--- config.mk ---
export PLATFORM = sky130hd
export DESIGN_NAME = sac_dev_flat
export DESIGN_NICKNAME = d
export VERILOG_FILES = /design/src/sac_pkg.sv /design/src/sac_link_if.sv /design/src/sac_dev.sv /design/src/sac_fifo.sv /design/src/flat_wrapper.sv
export SDC_FILE = /design/constraint.sdc
export NUM_CORES = 1
export LEC_CHECK = 0
export BUFFER_PORTS_ARGS = -buffer_cell sky130_fd_sc_hd__buf_2
export CORE_ASPECT_RATIO = 0.8
export CORE_MARGIN = 2
export CORE_UTILIZATION = 64
export DETAILED_ROUTE_END_ITERATION = 16
export PLACE_DENSITY = 0.92
export SETUP_SLACK_MARGIN = 0.1
export SYNTH_ARGS = -nofsm -noshare
export SYNTH_HDL_FRONTEND = slang
export SYNTH_SLANG_ARGS = --single-unit
--- constraint.sdc ---
create_clock -name clk -period 10.9 [get_ports clk]
set_clock_uncertainty 0.05 [all_clocks]
set_input_delay 2.18 -clock clk [delete_from_list [all_inputs] [get_ports clk]]
set_output_delay 2.18 -clock clk [all_outputs]
set_load 0.05 [all_outputs]
--- src/sac_pkg.sv ---
// Shared constants of the converter control link
package sac_pkg;
   localparam int RES_W = 12;
   localparam int CLK_PERIOD_NS = 4;
   // Timing figures in ns, cycle counts derived from the clock period
   localparam int T_CONV_PULSE_NS = 40;
   localparam int T_BUSY_FALL_NS = 125;
   localparam int T_BUSY_LOW_NS = 1440;
   localparam int T_DATA_VALID_NS = 1460;
   localparam int T_BUSY_AFTER_DATA_NS = 20;
   localparam int T_SETUP_NS = 10;
   localparam int T_BETWEEN_CONV_NS = 1660;
   // Least times round up
   localparam int CONV_PULSE_CYC = (T_CONV_PULSE_NS + CLK_PERIOD_NS - 1) / CLK_PERIOD_NS;
   localparam int SETUP_CYC = (T_SETUP_NS + CLK_PERIOD_NS - 1) / CLK_PERIOD_NS;
   localparam int BETWEEN_CONV_CYC = (T_BETWEEN_CONV_NS + CLK_PERIOD_NS - 1) / CLK_PERIOD_NS;
   localparam int BUSY_AFTER_DATA_CYC =
      (T_BUSY_AFTER_DATA_NS + CLK_PERIOD_NS - 1) / CLK_PERIOD_NS;
   // Longest times round down
   localparam int BUSY_LOW_CYC = T_BUSY_LOW_NS / CLK_PERIOD_NS;
   localparam int BUSY_FALL_CYC = T_BUSY_FALL_NS / CLK_PERIOD_NS;
   // Result is latched this many cycles after busy_n falls, at the longest busy time
   localparam int LATCH_CYC = BUSY_LOW_CYC - BUSY_AFTER_DATA_CYC;
   localparam int CNT_W = 12;
   // Reset value of the output register: midscale code
   localparam logic [RES_W-1:0] RESULT_RST = 12'h000;
   localparam logic [RES_W-1:0] CODE_POS_FS = 12'h7FF;
   localparam logic [RES_W-1:0] CODE_NEG_FS = 12'h800;
endpackage
--- src/sac_link_if.sv ---
// Pin-level link between converter and host
`timescale 1ns/1ns
interface sac_link_if;
   logic sel_n;
   logic rd_conv;
   logic busy_n;
   logic [sac_pkg::RES_W-1:0] result_bus_o;
   logic result_bus_oe;
   modport dev
   (
      input sel_n,
      input rd_conv,
      output busy_n,
      output result_bus_o,
      output result_bus_oe
   );
   modport host
   (
      output sel_n,
      output rd_conv,
      input busy_n,
      input result_bus_o,
      input result_bus_oe
   );
endinterface

--- src/sac_dev.sv ---
// Converter end: control decode, busy timing, result register and bus drive
// Contract
// RULE_01: both lines low starts conversion, hold 40ns
// RULE_02: busy_n low until result stored, <=1440ns
// RULE_03: commands ignored while busy_n low
// RULE_04: host spaces convert commands 1660ns apart
// RULE_05: lines OR-combined, level acting, 10ns setup
// RULE_06: bus driven only read, selected, idle
// RULE_07: one 12-bit two's complement word, MSB high
// RULE_08: codes 7FF, 000, FFF, 800 map scale
// RULE_09: busy_n rises 20ns after result valid
// RULE_10: select fall in read mode enables bus
// RULE_11: read/convert fall while selected starts conversion
// RULE_12: select fall with convert low starts conversion
// RULE_13: select high means bus floating
// RULE_14: pending read enables bus after conversion
// RULE_15: both low at completion: store, float
// RULE_16: select tied low: read/convert alone controls
// RULE_17: busy_n within 125ns, data within 1460ns
// RULE_18: host keeps data bus quiet converting
// RULE_19: busy_n falls at start, rises after latch
// RULE_20: result held until next conversion completes
`timescale 1ns/1ns
module sac_dev #(
   parameter int BUSY_CYC = sac_pkg::BUSY_LOW_CYC,
   parameter int DEPTH = 16
)
(
   input wire logic clk, // clock
   input wire logic rst_n, // sync reset, low
   sac_link_if.dev link, // pins toward host
   input wire logic [sac_pkg::RES_W-1:0] sample_data, // digitised sample
   input wire logic sample_valid, // sample word offered
   output logic sample_ready // sample word taken
);
   initial
   begin
      if (BUSY_CYC > sac_pkg::BUSY_LOW_CYC || BUSY_CYC <= sac_pkg::BUSY_AFTER_DATA_CYC)
         $error("sac_dev: BUSY_CYC out of range");
   end
   typedef enum logic [1:0] {
      S_IDLE = 2'b01,
      S_CONV = 2'b10
   } sac_dev_state_t;
   typedef struct packed {
      sac_dev_state_t state;
      logic [sac_pkg::CNT_W-1:0] cnt;
      logic [sac_pkg::RES_W-1:0] result;
      logic busy_n;
      logic drive;
   } sac_dev_st_t;
   sac_dev_st_t st, next_st;
   logic fifo_valid, fifo_ready;
   logic [sac_pkg::RES_W-1:0] fifo_data;
   logic start;
   // Samples queue here; a full queue pushes back on the sampling source
   sac_fifo #(
      .WIDTH(sac_pkg::RES_W),
      .DEPTH(DEPTH)
   ) u_fifo (
      .clk(clk),
      .rst_n(rst_n),
      .in_valid(sample_valid),
      .in_ready(sample_ready),
      .in_data(sample_data),
      .out_valid(fifo_valid),
      .out_ready(fifo_ready),
      .out_data(fifo_data)
   );
   // RULE_01 RULE_05 level OR start
   // RULE_11 RULE_12 RULE_16 either-line start
   assign start = !link.sel_n && !link.rd_conv;
   // Word is latched a full settle time before busy_n rises, so a host that
   // captures on that rising edge always sees stable data
   assign fifo_ready = (st.state == S_CONV) &&
      (st.cnt == sac_pkg::CNT_W'(BUSY_CYC - 1 - sac_pkg::BUSY_AFTER_DATA_CYC));
   // **************************************************
   // Next state
   // **************************************************
   always_comb
   begin
      next_st = st;
      case (st.state)
         S_IDLE:
         begin
            // RULE_03 RULE_19 start only when idle
            if (start)
            begin
               next_st.state = S_CONV;
               next_st.cnt = '0;
               // RULE_17 busy_n falls next edge
               next_st.busy_n = 1'b0;
            end
         end
         S_CONV:
         begin
            next_st.cnt = st.cnt + 1'b1;
            // RULE_07 RULE_08 RULE_09 RULE_20 latch word early
            if (fifo_ready)
               next_st.result = fifo_valid ? fifo_data : st.result;
            // RULE_02 RULE_17 bounded busy time
            if (st.cnt == sac_pkg::CNT_W'(BUSY_CYC - 1))
            begin
               next_st.state = S_IDLE;
               next_st.busy_n = 1'b1;
            end
         end
         default:
         begin
            next_st.state = S_IDLE;
            next_st.busy_n = 1'b1;
         end
      endcase
      // RULE_06 RULE_10 RULE_13 RULE_14 RULE_15 drive decode
      next_st.drive = !link.sel_n && link.rd_conv && next_st.busy_n;
   end
   always_ff @(posedge clk)
   begin
      if (!rst_n)
      begin
         st.state <= S_IDLE;
         st.cnt <= '0;
         st.result <= sac_pkg::RESULT_RST;
         st.busy_n <= 1'b1;
         st.drive <= 1'b0;
      end
      else
         st <= next_st;
   end
   assign link.busy_n = st.busy_n;
   assign link.result_bus_o = st.result;
   assign link.result_bus_oe = st.drive;
endmodule

--- src/sac_fifo.sv ---
// Parameterised valid/ready FIFO for result words
`timescale 1ns/1ns
module sac_fifo #(
   parameter int WIDTH = 12,
   parameter int DEPTH = 16
)
(
   input wire logic clk, // clock
   input wire logic rst_n, // sync reset, low
   input wire logic in_valid, // write request
   output logic in_ready, // not full
   input wire logic [WIDTH-1:0] in_data, // write word
   output logic out_valid, // not empty
   input wire logic out_ready, // drain accepts
   output logic [WIDTH-1:0] out_data // head word
);
   localparam int AW = $clog2(DEPTH);
   initial
   begin
      if (DEPTH < 2 || (1 << AW) != DEPTH || WIDTH < 1)
         $error("sac_fifo: DEPTH must be a power of two >= 2");
   end
   typedef struct packed {
      logic [AW:0] wp;
      logic [AW:0] rp;
   } sac_fifo_st_t;
   sac_fifo_st_t st, next_st;
   logic [WIDTH-1:0] mem [DEPTH];
   logic do_wr, do_rd;
   assign in_ready = (st.wp - st.rp) != (AW+1)'(DEPTH);
   assign out_valid = st.wp != st.rp;
   assign do_wr = in_valid && in_ready;
   assign do_rd = out_valid && out_ready;
   assign out_data = mem[st.rp[AW-1:0]];
   always_comb
   begin
      next_st = st;
      if (do_wr)
         next_st.wp = st.wp + 1'b1;
      if (do_rd)
         next_st.rp = st.rp + 1'b1;
   end
   always_ff @(posedge clk)
   begin
      if (!rst_n)
         st <= '0;
      else
         st <= next_st;
      if (do_wr)
         mem[st.wp[AW-1:0]] <= in_data;
   end
endmodule

--- src/flat_wrapper.sv ---
// flat-port wrapper written by rule: the top's interface ports become plain ports
module sac_dev_flat 
#(
   parameter int BUSY_CYC = sac_pkg::BUSY_LOW_CYC,
   parameter int DEPTH = 16
)
  (clk, rst_n, sample_data, sample_valid, sample_ready, link_sel_n, link_rd_conv, link_busy_n, link_result_bus_o, link_result_bus_oe);
  sac_link_if link_i ();
  input wire logic clk;
  input wire logic rst_n;
  input wire logic [sac_pkg::RES_W-1:0] sample_data;
  input wire logic sample_valid;
  output logic sample_ready;
  input wire logic [$bits(link_i.sel_n)-1:0] link_sel_n;
  input wire logic [$bits(link_i.rd_conv)-1:0] link_rd_conv;
  output wire logic [$bits(link_i.busy_n)-1:0] link_busy_n;
  output wire logic [$bits(link_i.result_bus_o)-1:0] link_result_bus_o;
  output wire logic [$bits(link_i.result_bus_oe)-1:0] link_result_bus_oe;
  assign link_i.sel_n = link_sel_n;
  assign link_i.rd_conv = link_rd_conv;
  assign link_busy_n = link_i.busy_n;
  assign link_result_bus_o = link_i.result_bus_o;
  assign link_result_bus_oe = link_i.result_bus_oe;
  sac_dev #(.BUSY_CYC(BUSY_CYC), .DEPTH(DEPTH)) u_core (.clk(clk), .rst_n(rst_n), .link(link_i), .sample_data(sample_data), .sample_valid(sample_valid), .sample_ready(sample_ready));
endmodule
==> impl_results.md, run 1 <==
* Status: completed
* Area Growth Syn to Fin at 10.9%
* TritonCTS buffer count at 22
* Share of cells above drive strength 1 at 23.8%
* Setup Fix Bufs, Post-CTS at 0
* Iter 0 DRT Violations at 526
* Clock tree from TritonCTS: built
* Die ar. at 0.0154 mm²
* Cell Count, Final, Fillers Out at 746
* Tmin final at 5.72 ns
* Pre-CTS WS at 5.75 ns
* Die Y-Extent at 111 µm
* Worst vdd rail ir drop at 0.138 mV
* Count leader, synth: edfxtp_1
* Synthesized instance count at 524
* Nets@finish at 577
* Synth warn at 0
* Residual DRC at 0
* Crit path capture type: primary output
* Post-place instance area at 0.00947 mm²
* Total grt overflow at 0
* Post-synth top area cell: edfxtp_1
* Via Count at 4793
* DR WL/cell at 25.0 µm
* Syn Area/Cell at 17.6 µm²
* Largest net degree at the start of global routing at 53
* Worst setup margin at 5.18 ns
* Commonest cells post-synth: edfxtp_1 (192), mux4_2 (60), dfxtp_1 (38)
* PD cells at 179 mW/mm²
* RSZ-0062 raised after global routing: no
* First-pass GRT wire length at 28.7 mm
* Ys async rst share at 0%
* PortBufs at 31
* Fmax at 0.175 GHz
* PostCTS Resize Cnt at 0
* I/O Pins at 32
* WL final at 18.6 mm
* Design area at 0.0102 mm²
* Root Driver: clkbuf_16
* Fin crit share at 52.5%
* Critical path type: flip-flop to primary output
* Post-synth EDFFs at 192
* Vias/cell at 6.42
* Core area at 0.0142 mm²
* Post-synth net total at 554
* DP Cell Count at 707
* Cts hold-fix bufs at 0
* Leak Pwr at 3.37 nW
* Min-delay worst type: flip-flop to flip-flop
* Ys flop type: edfxtp_1
* Tot GR Track Use at 25.1%
* Setup Viol. Count Final at 0
* Max_slew headroom at 28.6%
* Post-Route Setup TNS at 0 ns
* Num Clock Sinks at 230
* Chip width at 138 µm
* Syn Std Cell Area at 0.00923 mm²
* HPWL Detailed at 11.0 mm
* Total power draw at 0.00183 W
* Pre-antenna DRT Iters at 5
* WP data required at 8.67 ns
* Synth top area cells: edfxtp_1 (62%), mux4_2 (15%), dfxtp_1 (8.2%)
* Fin. Hold Viols at 0
* Top cell type's share of synthesized area at 62.4%
* Sequential area share after synthesis at 70.7%
* Clock transition at path regs at 0.06 ns
* Worst-Margin Slew at 1.06 ns
* Clk_lat worst skew at 0.51 ns
* Vias in the first global route at 4942
* Final Slew Violations at 0
* Seq cells post-synth at 230
* CP Launch Type: flip-flop
* CP arrival at 3.49 ns
* Max-cap violations at 0
* Final ANT Viol Nets at 0
* Worst Path Max Fanout at 14
* Placer Congestion at 0.809
* Starting Density at 65.0%
* Antenna cells at 0
* Clock buffer depth at 3
* Htree depth at 1
* Initial antenna violation count at 0
* Core Rows at 39
* Post-synth cell types at 42
-- worst paths after layout --
check / from / end / slack [ns] / depth (start not counted)
worst max register to register: u_core.u_fifo.st[3] / u_core.u_fifo.mem[9][2] / 6.62 / 8
worst min register to register: u_core.link.result_bus_o[2] / u_core.link.result_bus_o[2] / 0.40 / 2
worst min-delay path: u_core.link.result_bus_o[2] / u_core.link.result_bus_o[2] / 0.40 / 2
worst max-delay path: u_core.u_fifo.st[3] / sample_ready / 5.18 / 8
-- layout by cell type (no fill, tap or decap), types with 8 or more instances in the layout --
cell | synthesis | layout
nor2_1 | 21 | 21
mux4_2 | 60 | 60
dfxtp_1 | 38 | 36
and3_1 | 16 | 16
nand2_1 | 37 | 37
ha_1 | 13 | 13
edfxtp_1 | 192 | 192
nand3_1 | 11 | 11
xor2_1 | 8 | 8
clkbuf_16 | 0 | 22
buf_2 | 6 | 31
o21ai_0 | 20 | 20
inv_1 | 14 | 14
xnor2_1 | 8 | 8
-- report_power, final --
| part | internal (W) | total [W] | switching [W] |
|---|---|---|---|
| Sequential | 0.000964 | 0.000969 | 0.00000514 |
| Combinational | 0.0000208 | 0.0000662 | 0.0000454 |
| Clock | 0.000483 | 0.000794 | 0.000311 |
-- layout make-up --
type                    instances  area, µm²
well taps                     184        230
repair buffers                 34        178
clock buffers                  27        593
fillers                       834       3960
multi-input cells             244       2480
inverters                      15       56.3
flip-flops and latches        230       6530
clock inverters                12        175
-- cell families (layout without fill, tap and decap cells) --
| group | count (synthesis) | count (layout) | synth area share [%] |
|---|---|---|---|
| flops | 230 | 230 | 70.7 |
| xor+xnor | 16 | 16 | 1.52 |
| simple gates | 111 | 111 | 5.87 |
| fa+ha+maj | 13 | 13 | 1.76 |
| mux | 63 | 63 | 15.0 |
| buf+inv | 50 | 88 | 2.60 |
| compound gates | 41 | 41 | 2.60 |
-- flip-flops by register name, indices dropped and copies added, names as in the netlist --
signal	flops
u_core.st	14
u_core.link.result_bus_oe	1
u_core.u_fifo.mem	192
u_core.u_fifo.st	10
u_core.link.result_bus_o	12
u_core.link.busy_n	1
-- worst max-delay path, cell delays in order, from the launching register on --
cell,delay (ns)
dfxtp_1,0.36
clkinv_1,0.68
ha_1,0.70
nand2_1,0.09
o21bai_1,0.19
a211oi_1,0.25
o22a_1,0.38
inv_1,0.12
buf_2,0.23
-- routing by layer --
layer  vias to the layer above  global-route usage [%]  wire length (µm)
li1                       2088                       -                 -
met4                         0                    8.91               647
met1                      2431                    34.1              7400
met2                       217                    41.7              9250
met3                        57                    4.82              1350
met5                         -                       0                 0
-- through the flow --
stage                     hold WS (ns)  utilization, %
final                            0.404            72.1
after global routing             0.440            72.1
after CTS                        0.406            72.1
after detailed placement         0.397            66.7
after global placement           0.391            66.7
after floorplan                  0.386               -
No activity file was read; power rests on OpenSTA's default activity.
==> run 2: changes to the inputs <==
CORE_UTILIZATION = 61   (was 64)
PLACE_DENSITY = 0.89   (was 0.92)
clock period = 5.44 ns   (was 10.9 ns; I/O delays follow)
==> run 2 against run 1 <==
Net effect:
- final cell count is 1.1% higher
- die area is 4.8% higher
- hold slack better by 0.0043 ns
- core utilization is 4.1 points lower
- count of clock-buffer cells in the layout is 5 higher
- register-to-register slack worse by 4.8 ns
- first-iteration DRC count is 2.1% higher
- worst setup slack worse by 3.7 ns
- flip-flop and latch count stayed put
- critical path depth is 1 higher
- design area is 0.88% lower
- clock power is 78% higher
- highest routed layer unchanged
==> impl_results.md, run 2 (synthesis gave the netlist of run 1 again) <==
* HPWL Detailed at 12.2 mm (was 11.0 mm)
* Fillers at 955 (was 834)
* Initial antenna violation count at 0 (unchanged)
* TritonCTS buffer count at 22 (unchanged)
* Vias/cell at 6.41 (was 6.42)
* Min-delay worst type: flip-flop to flip-flop (unchanged)
* Clock tree from TritonCTS: built (unchanged)
* Starting Density at 61.9% (was 65.0%)
* Status: completed (unchanged)
* RSZ-0062 raised after global routing: no (unchanged)
* Iter 0 DRT Violations at 537 (was 526)
* PortBufs at 31 (unchanged)
* Share of cells above drive strength 1 at 22.5% (was 23.8%)
* Commonest non-fill, non-tap cell in the layout: edfxtp_1 (unchanged)
* CP Launch Type: flip-flop (unchanged)
* Leak Pwr at 3.32 nW (was 3.37 nW)
* Clock transition at path regs at 0.06 ns (about the same)
* Pre-antenna DRT Iters at 5 (unchanged)
* Residual DRC at 0 (unchanged)
* Vias in the first global route at 4751 (was 4942)
* Core area at 0.0149 mm² (was 0.0142 mm²)
* PD cells at 344 mW/mm² (was 179 mW/mm²)
* Nets@finish at 579 (was 577)
* Placer Congestion at 0.925 (was 0.809)
* Post-Route Setup TNS at 0 ns (unchanged)
* Clk_lat worst skew at 0.50 ns (was 0.51 ns)
* First-pass GRT wire length at 29.0 mm (was 28.7 mm)
* Max reg flops at 192 (unchanged)
* WP data required at 4.30 ns (was 8.67 ns)
* Num Clock Sinks at 230 (unchanged)
* Crit path capture type: primary output (unchanged)
* Die ar. at 0.0161 mm² (was 0.0154 mm²)
* Design area at 0.0102 mm² (about the same)
* Fin crit share at 72.1%
* Cts hold-fix bufs at 0 (unchanged)
* Die Y-Extent at 114 µm (was 111 µm)
* Via Count at 4833 (was 4793)
* Setup Fix Bufs, Post-CTS at 0 (unchanged)
* Area Growth Syn to Fin at 9.95% (was 10.9%)
* Total grt overflow at 0 (unchanged)
* Final ANT Viol Nets at 0 (unchanged)
* Clock buffer depth at 3 (unchanged)
* Worst vdd rail ir drop at 0.286 mV (was 0.138 mV)
* Largest net degree at the start of global routing at 52 (was 53)
* Final Slew Violations at 0 (unchanged)
* Htree depth at 1 (unchanged)
* DR WL/cell at 25.5 µm (was 25.0 µm)
* Tot GR Track Use at 24.8% (was 25.1%)
* Max_slew headroom at 22.1% (was 28.6%)
* Worst-Margin Slew at 1.16 ns (was 1.06 ns)
* Chip width at 142 µm (was 138 µm)
* Fmax at 0.255 GHz
* Commonest cells after routing, fill and taps aside: edfxtp_1 (192), mux4_2 (60), nand2_1 (37), dfxtp_1 (36), buf_2 (31) (unchanged)
* Root Driver: clkbuf_16 (unchanged)
* Fin. Hold Viols at 0 (unchanged)
* Core Rows at 40 (was 39)
* WL final at 19.2 mm (was 18.6 mm)
* PostCTS Resize Cnt at 0 (unchanged)
* I/O Pins at 32 (unchanged)
* Setup Viol. Count Final at 0 (unchanged)
* Worst Path Max Fanout at 14 (unchanged)
* Critical path type: flip-flop to primary output (unchanged)
* Max-cap violations at 0 (unchanged)
* Post-place instance area at 0.00949 mm² (was 0.00947 mm²)
* CP arrival at 2.78 ns (was 3.49 ns)
* Tmin final at 3.92 ns
-- run 2: worst paths after layout --
kind	from	end	slack, ns	cells past startpoint
setup reg to reg	u_core.u_fifo.st[3]	u_core.u_fifo.mem[5][6]	1.84	9
hold reg to reg	u_core.link.result_bus_o[0]	u_core.link.result_bus_o[0]	0.41	2
setup / recovery	u_core.u_fifo.st[3]	sample_ready	1.52	9
hold / removal	u_core.link.result_bus_o[0]	u_core.link.result_bus_o[0]	0.41	2
-- run 2: power by group --
part / internal, W / switching [W]
Combinational: 0.0000422 / 0.0000969
Sequential: 0.00193 / 0.0000108
Clock: 0.000791 / 0.000618
-- run 2: critical path, cell delays in order, from the launching register on --
cell	delay, ns
dfxtp_1	0.36
clkinv_1	0.07
buf_4	0.22
ha_1	0.39
nand2_1	0.10
o21bai_1	0.18
a211oi_1	0.22
o22a_1	0.39
inv_1	0.12
buf_2	0.23
-- run 2: cell type report --
type | instances | area [µm²] | share of cell area (%)
clock buffer | 32 | 619 | 6.10
multi-input combinational | 244 | 2480 | 24.4
antenna | 1 | 2.50 | 0.0247
tap | 189 | 236 | 2.33
inverter | 15 | 56.3 | 0.555
clock inverter | 7 | 35.0 | 0.345
sequential | 230 | 6530 | 64.3
timing repair buffer | 36 | 193 | 1.90
-- run 2: per-stage QoR --
stage | utilization, % | worst slack, ns | instances | hold WS (ns) | power, W
2_1_floorplan | - | 1.71 | 524 | 0.386 | 0.00205
3_3_place_gp | 63.7 | 2.09 | 714 | 0.391 | 0.00210
5_1_grt | 68.0 | 1.40 | 753 | 0.433 | 0.00358
3_5_place_dp | 63.7 | 1.87 | 714 | 0.402 | 0.00212
4_1_cts | 68.0 | 1.56 | 753 | 0.409 | 0.00350
6_report | 68.1 | 1.52 | 754 | 0.408 | 0.00349
-- run 2: per-layer routing --
layer | up-vias | global-route usage [%] | routed length (µm)
li1 | 2086 | - | -
met1 | 2477 | 36.3 | 7950
met2 | 243 | 39.5 | 9220
met3 | 27 | 4.91 | 1660
met4 | 0 | 5.93 | 378
met5 | - | 0 | 0
==> run 3: changes to the inputs <==
ABC_AREA = 1   (was unset)
CORE_UTILIZATION = 62   (was 61)
PLACE_DENSITY = 0.9   (was 0.89)
clock period = 3.67 ns   (was 5.44 ns; I/O delays follow)
==> run 3 against run 2 <==
Net effect:
- flip-flop and latch count did not move
- core utilization increased by 1.2 points
- power up 62%
- critical path type unchanged
- highest routed layer unchanged
==> impl_results.md, run 3 <==
* Status: completed (unchanged)
* Crit-path max cell delay at 0.39 ns (about the same)
* I/O Pins at 32 (unchanged)
* Sequential area share after synthesis at 66.5% (was 70.7%)
* WL final at 22.7 mm (was 19.2 mm)
* Top cell type's share of synthesized area at 58.7% (was 62.4%)
* Fin. Hold Viols at 0 (unchanged)
* Fmax at 0.295 GHz
* Sw Share at 22.2% (was 20.8%)
* Design area at 0.0108 mm² (was 0.0102 mm²)
* Clock transition at path regs at 0.06 ns (about the same)
* Fin crit share at 92.2%
* Post-synth cell types at 41 (was 42)
* Worst Path Max Fanout at 17 (was 14)
* Root Driver: clkbuf_16 (unchanged)
* Internal power at 0.00440 W (was 0.00276 W)
* Syn Area/Cell at 11.1 µm² (was 17.6 µm²)
* Fillers at 1051 (was 955)
* Area Growth Syn to Fin at 10.3% (was 9.95%)
* Crit-path slowest cell: ha_1 (unchanged)
* Initial antenna violation count at 0 (unchanged)
* Residual DRC at 0 (unchanged)
* Final Slew Violations at 0 (unchanged)
* Total grt overflow at 0 (unchanged)
* Post-Route Setup TNS at 0 ns (unchanged)
* Max reg flops at 192 (unchanged)
* CP Launch Type: flip-flop (unchanged)
* Seq cells post-synth at 230 (unchanged)
* Commonest non-fill, non-tap cell in the layout: edfxtp_1 (unchanged)
* Crit path capture type: primary output (unchanged)
* Iter 0 DRT Violations at 886 (was 537)
* WP data required at 2.89 ns (was 4.30 ns)
* TritonCTS buffer count at 22 (unchanged)
* Commonest cells after routing, fill and taps aside: edfxtp_1 (192), nor2_1 (166), nand2_1 (110), o21ai_0 (103), inv_1 (44) (was edfxtp_1 (192), mux4_2 (60), nand2_1 (37), dfxtp_1 (36), buf_2 (31))
* Worst vdd rail ir drop at 0.390 mV (was 0.286 mV)
* Cts hold-fix bufs at 0 (unchanged)
* PortBufs at 31 (unchanged)
* Synth warn at 0 (unchanged)
* Htree depth at 1 (unchanged)
* Die ar. at 0.0169 mm² (was 0.0161 mm²)
* Leak Pwr at 3.98 nW (was 3.32 nW)
* CP arrival at 2.60 ns (was 2.78 ns)
* Critical path type: flip-flop to primary output (unchanged)
* Clock buffer depth at 3 (unchanged)
* Share of cells above drive strength 1 at 13.9% (was 22.5%)
* Tot GR Track Use at 27.5% (was 24.8%)
* Pre-antenna DRT Iters at 5 (unchanged)
* Min-delay worst type: flip-flop to flip-flop (unchanged)
* Nets@finish at 940 (was 579)
* Seq. cell area at 0.00653 mm² (about the same)
* DR WL/cell at 19.9 µm (was 25.5 µm)
* Post-synth net total at 916 (was 554)
* Max_slew headroom at 37.0% (was 22.1%)
* RSZ-0062 raised after global routing: no (unchanged)
* Chip width at 145 µm (was 142 µm)
* Psw at 0.00125 W (was 0.000725 W)
* Worst-Margin Slew at 0.945 ns (was 1.16 ns)
* Final ANT Viol Nets at 0 (unchanged)
* PD cells at 522 mW/mm² (was 344 mW/mm²)
* Ys flop type: edfxtp_1 (unchanged)
* Starting Density at 62.8% (was 61.9%)
* Via Count at 6857 (was 4833)
* Core area at 0.0156 mm² (was 0.0149 mm²)
* Clk_lat worst skew at 0.50 ns (about the same)
* Vias in the first global route at 6426 (was 4751)
* Flop pwr share at 51.8% (was 55.7%)
* Commonest cells post-synth: edfxtp_1 (192), nor2_1 (166), nand2_1 (110) (was edfxtp_1 (192), mux4_2 (60), dfxtp_1 (38))
* Clk pwr share at 40.8% (was 40.4%)
* Core Rows at 41 (was 40)
* Synth top area cells: edfxtp_1 (59%), dfxtp_1 (7.7%), nor2_1 (6.3%) (was edfxtp_1 (62%), mux4_2 (15%), dfxtp_1 (8.2%))
* Vias/cell at 6.01 (was 6.41)
* Die Y-Extent at 117 µm (was 114 µm)
* Placer Congestion at 0.919 (was 0.925)
* Num Clock Sinks at 230 (unchanged)
* Tmin final at 3.38 ns
* Cell-by-cell listing of the critical path: buf_4 -> clkinvlp_4 -> ha_1 -> or2_1 -> nand3_1 -> nand2_1 -> nor2_2 -> nand2_2 -> buf_2 (was clkinv_1 -> buf_4 -> ha_1 -> nand2_1 -> o21bai_1 -> a211oi_1 -> o22a_1 -> inv_1 -> buf_2)
* Antenna cells at 0 (was 1)
* Count leader, synth: edfxtp_1 (unchanged)
* Clock tree from TritonCTS: built (unchanged)
* First-pass GRT wire length at 34.6 mm (was 29.0 mm)
* Setup Viol. Count Final at 0 (unchanged)
* Largest net degree at the start of global routing at 100 (was 52)
* Ys async rst share at 0% (unchanged)
* Post-synth top area cell: edfxtp_1 (unchanged)
* Combinational power share at 7.4% (was 4.0%)
* Post-place instance area at 0.0101 mm² (was 0.00949 mm²)
* Max-cap violations at 0 (unchanged)
* Synthesized instance count at 886 (was 524)
* Syn Std Cell Area at 0.00982 mm² (was 0.00923 mm²)
* Multi-input logic area at 0.00277 mm² (was 0.00248 mm²)
* Post-synth EDFFs at 192 (unchanged)
* HPWL Detailed at 14.0 mm (was 12.2 mm)
==> run 3: cell types whose count changed after synthesis, moves of 23 or more <==
cell	change
nor2_1	+145
o21ai_0	+83
nand2_1	+73
mux4_2	-60
inv_1	+31
o22ai_1	+24
nand3_1	+23
==> run 3: cell families (layout without fill, tap and decap cells) <==
kind of cell | Yosys count | in the layout | synth area share (%)
AO/OA/AOI/OAI | 187 | 187 | 11.2
XOR/XNOR | 5 | 5 | 0.446
flip-flops | 230 | 230 | 66.5
buffers and inverters | 104 | 144 | 5.33
adder cells (fa/ha/maj) | 13 | 13 | 1.66
AND/OR/NAND/NOR | 347 | 347 | 14.9
==> run 3: what timing repair did <==
item                                    4_1_cts  5_1_grt
resized for setup                             0        1
endpoints found under the setup margin        0        1
buffers inserted                              0        1
==> run 3: final timing paths <==
check | startpoint | endpoint | slack, ns | cells after the start
worst max register to register | u_core.u_fifo.st[2] | u_core.u_fifo.mem[1][2] | 0.94 | 14
worst min register to register | u_core.st[19] | u_core.st[19] | 0.43 | 1
worst max-delay path | u_core.u_fifo.st[2] | sample_ready | 0.29 | 9
worst min-delay path | u_core.st[19] | u_core.st[19] | 0.43 | 1
==> run 3: area by class of cell <==
| cell class | count | area share (%) |
|---|---|---|
| inverters | 50 | 1.77 |
| well taps | 215 | 2.48 |
| clock inverters | 12 | 1.28 |
| repair buffers | 54 | 3.03 |
| clock buffers | 28 | 5.58 |
| flip-flops and latches | 230 | 60.3 |
| multi-input cells | 552 | 25.6 |
==> run 3: per-layer routing <==
metal  routed length, µm  share of wire (%)  vias up  global-route usage, %
li1                    -                  -     3139                      -
met1                8820                 39     3247                   36.8
met2               10800                 48      403                   45.2
met3                2320                 10       68                   5.82
met4                 741                3.3        0                   9.97
met5                   0                  0        -                      0
==> run 3: worst max-delay path: cells and delay by family, from the launching register on <==
kind	cells	cell delay (ns)
fa+ha+maj	1	0.39
flops	1	0.31
simple gates	5	0.75
buf+inv	3	0.65
==> run 3: power by group through the flow <==
stage / Clock [W] / Combinational [W] / Sequential, W
5_1_grt: 0.00244 / 0.000464 / 0.00293
6_report: 0.00230 / 0.000418 / 0.00293
3_5_place_dp: 0 / 0.000412 / 0.00298
2_1_floorplan: 0 / 0.000259 / 0.00300
4_1_cts: 0.00233 / 0.000417 / 0.00293
3_3_place_gp: 0 / 0.000400 / 0.00298
==> run 3: per-stage QoR <==
| stage | power, W | hold WS [ns] | setup slack, ns | instances | utilization [%] |
|---|---|---|---|---|---|
| 2_1_floorplan | 0.00326 | 0.386 | 0.777 | 886 | - |
| 3_3_place_gp | 0.00338 | 0.402 | 0.809 | 1100 | 64.4 |
| 3_5_place_dp | 0.00339 | 0.408 | 0.711 | 1100 | 64.4 |
| 4_1_cts | 0.00568 | 0.422 | 0.147 | 1140 | 69.1 |
| 5_1_grt | 0.00584 | 0.459 | 0.135 | 1141 | 69.2 |
| 6_report | 0.00565 | 0.426 | 0.285 | 1141 | 69.2 |
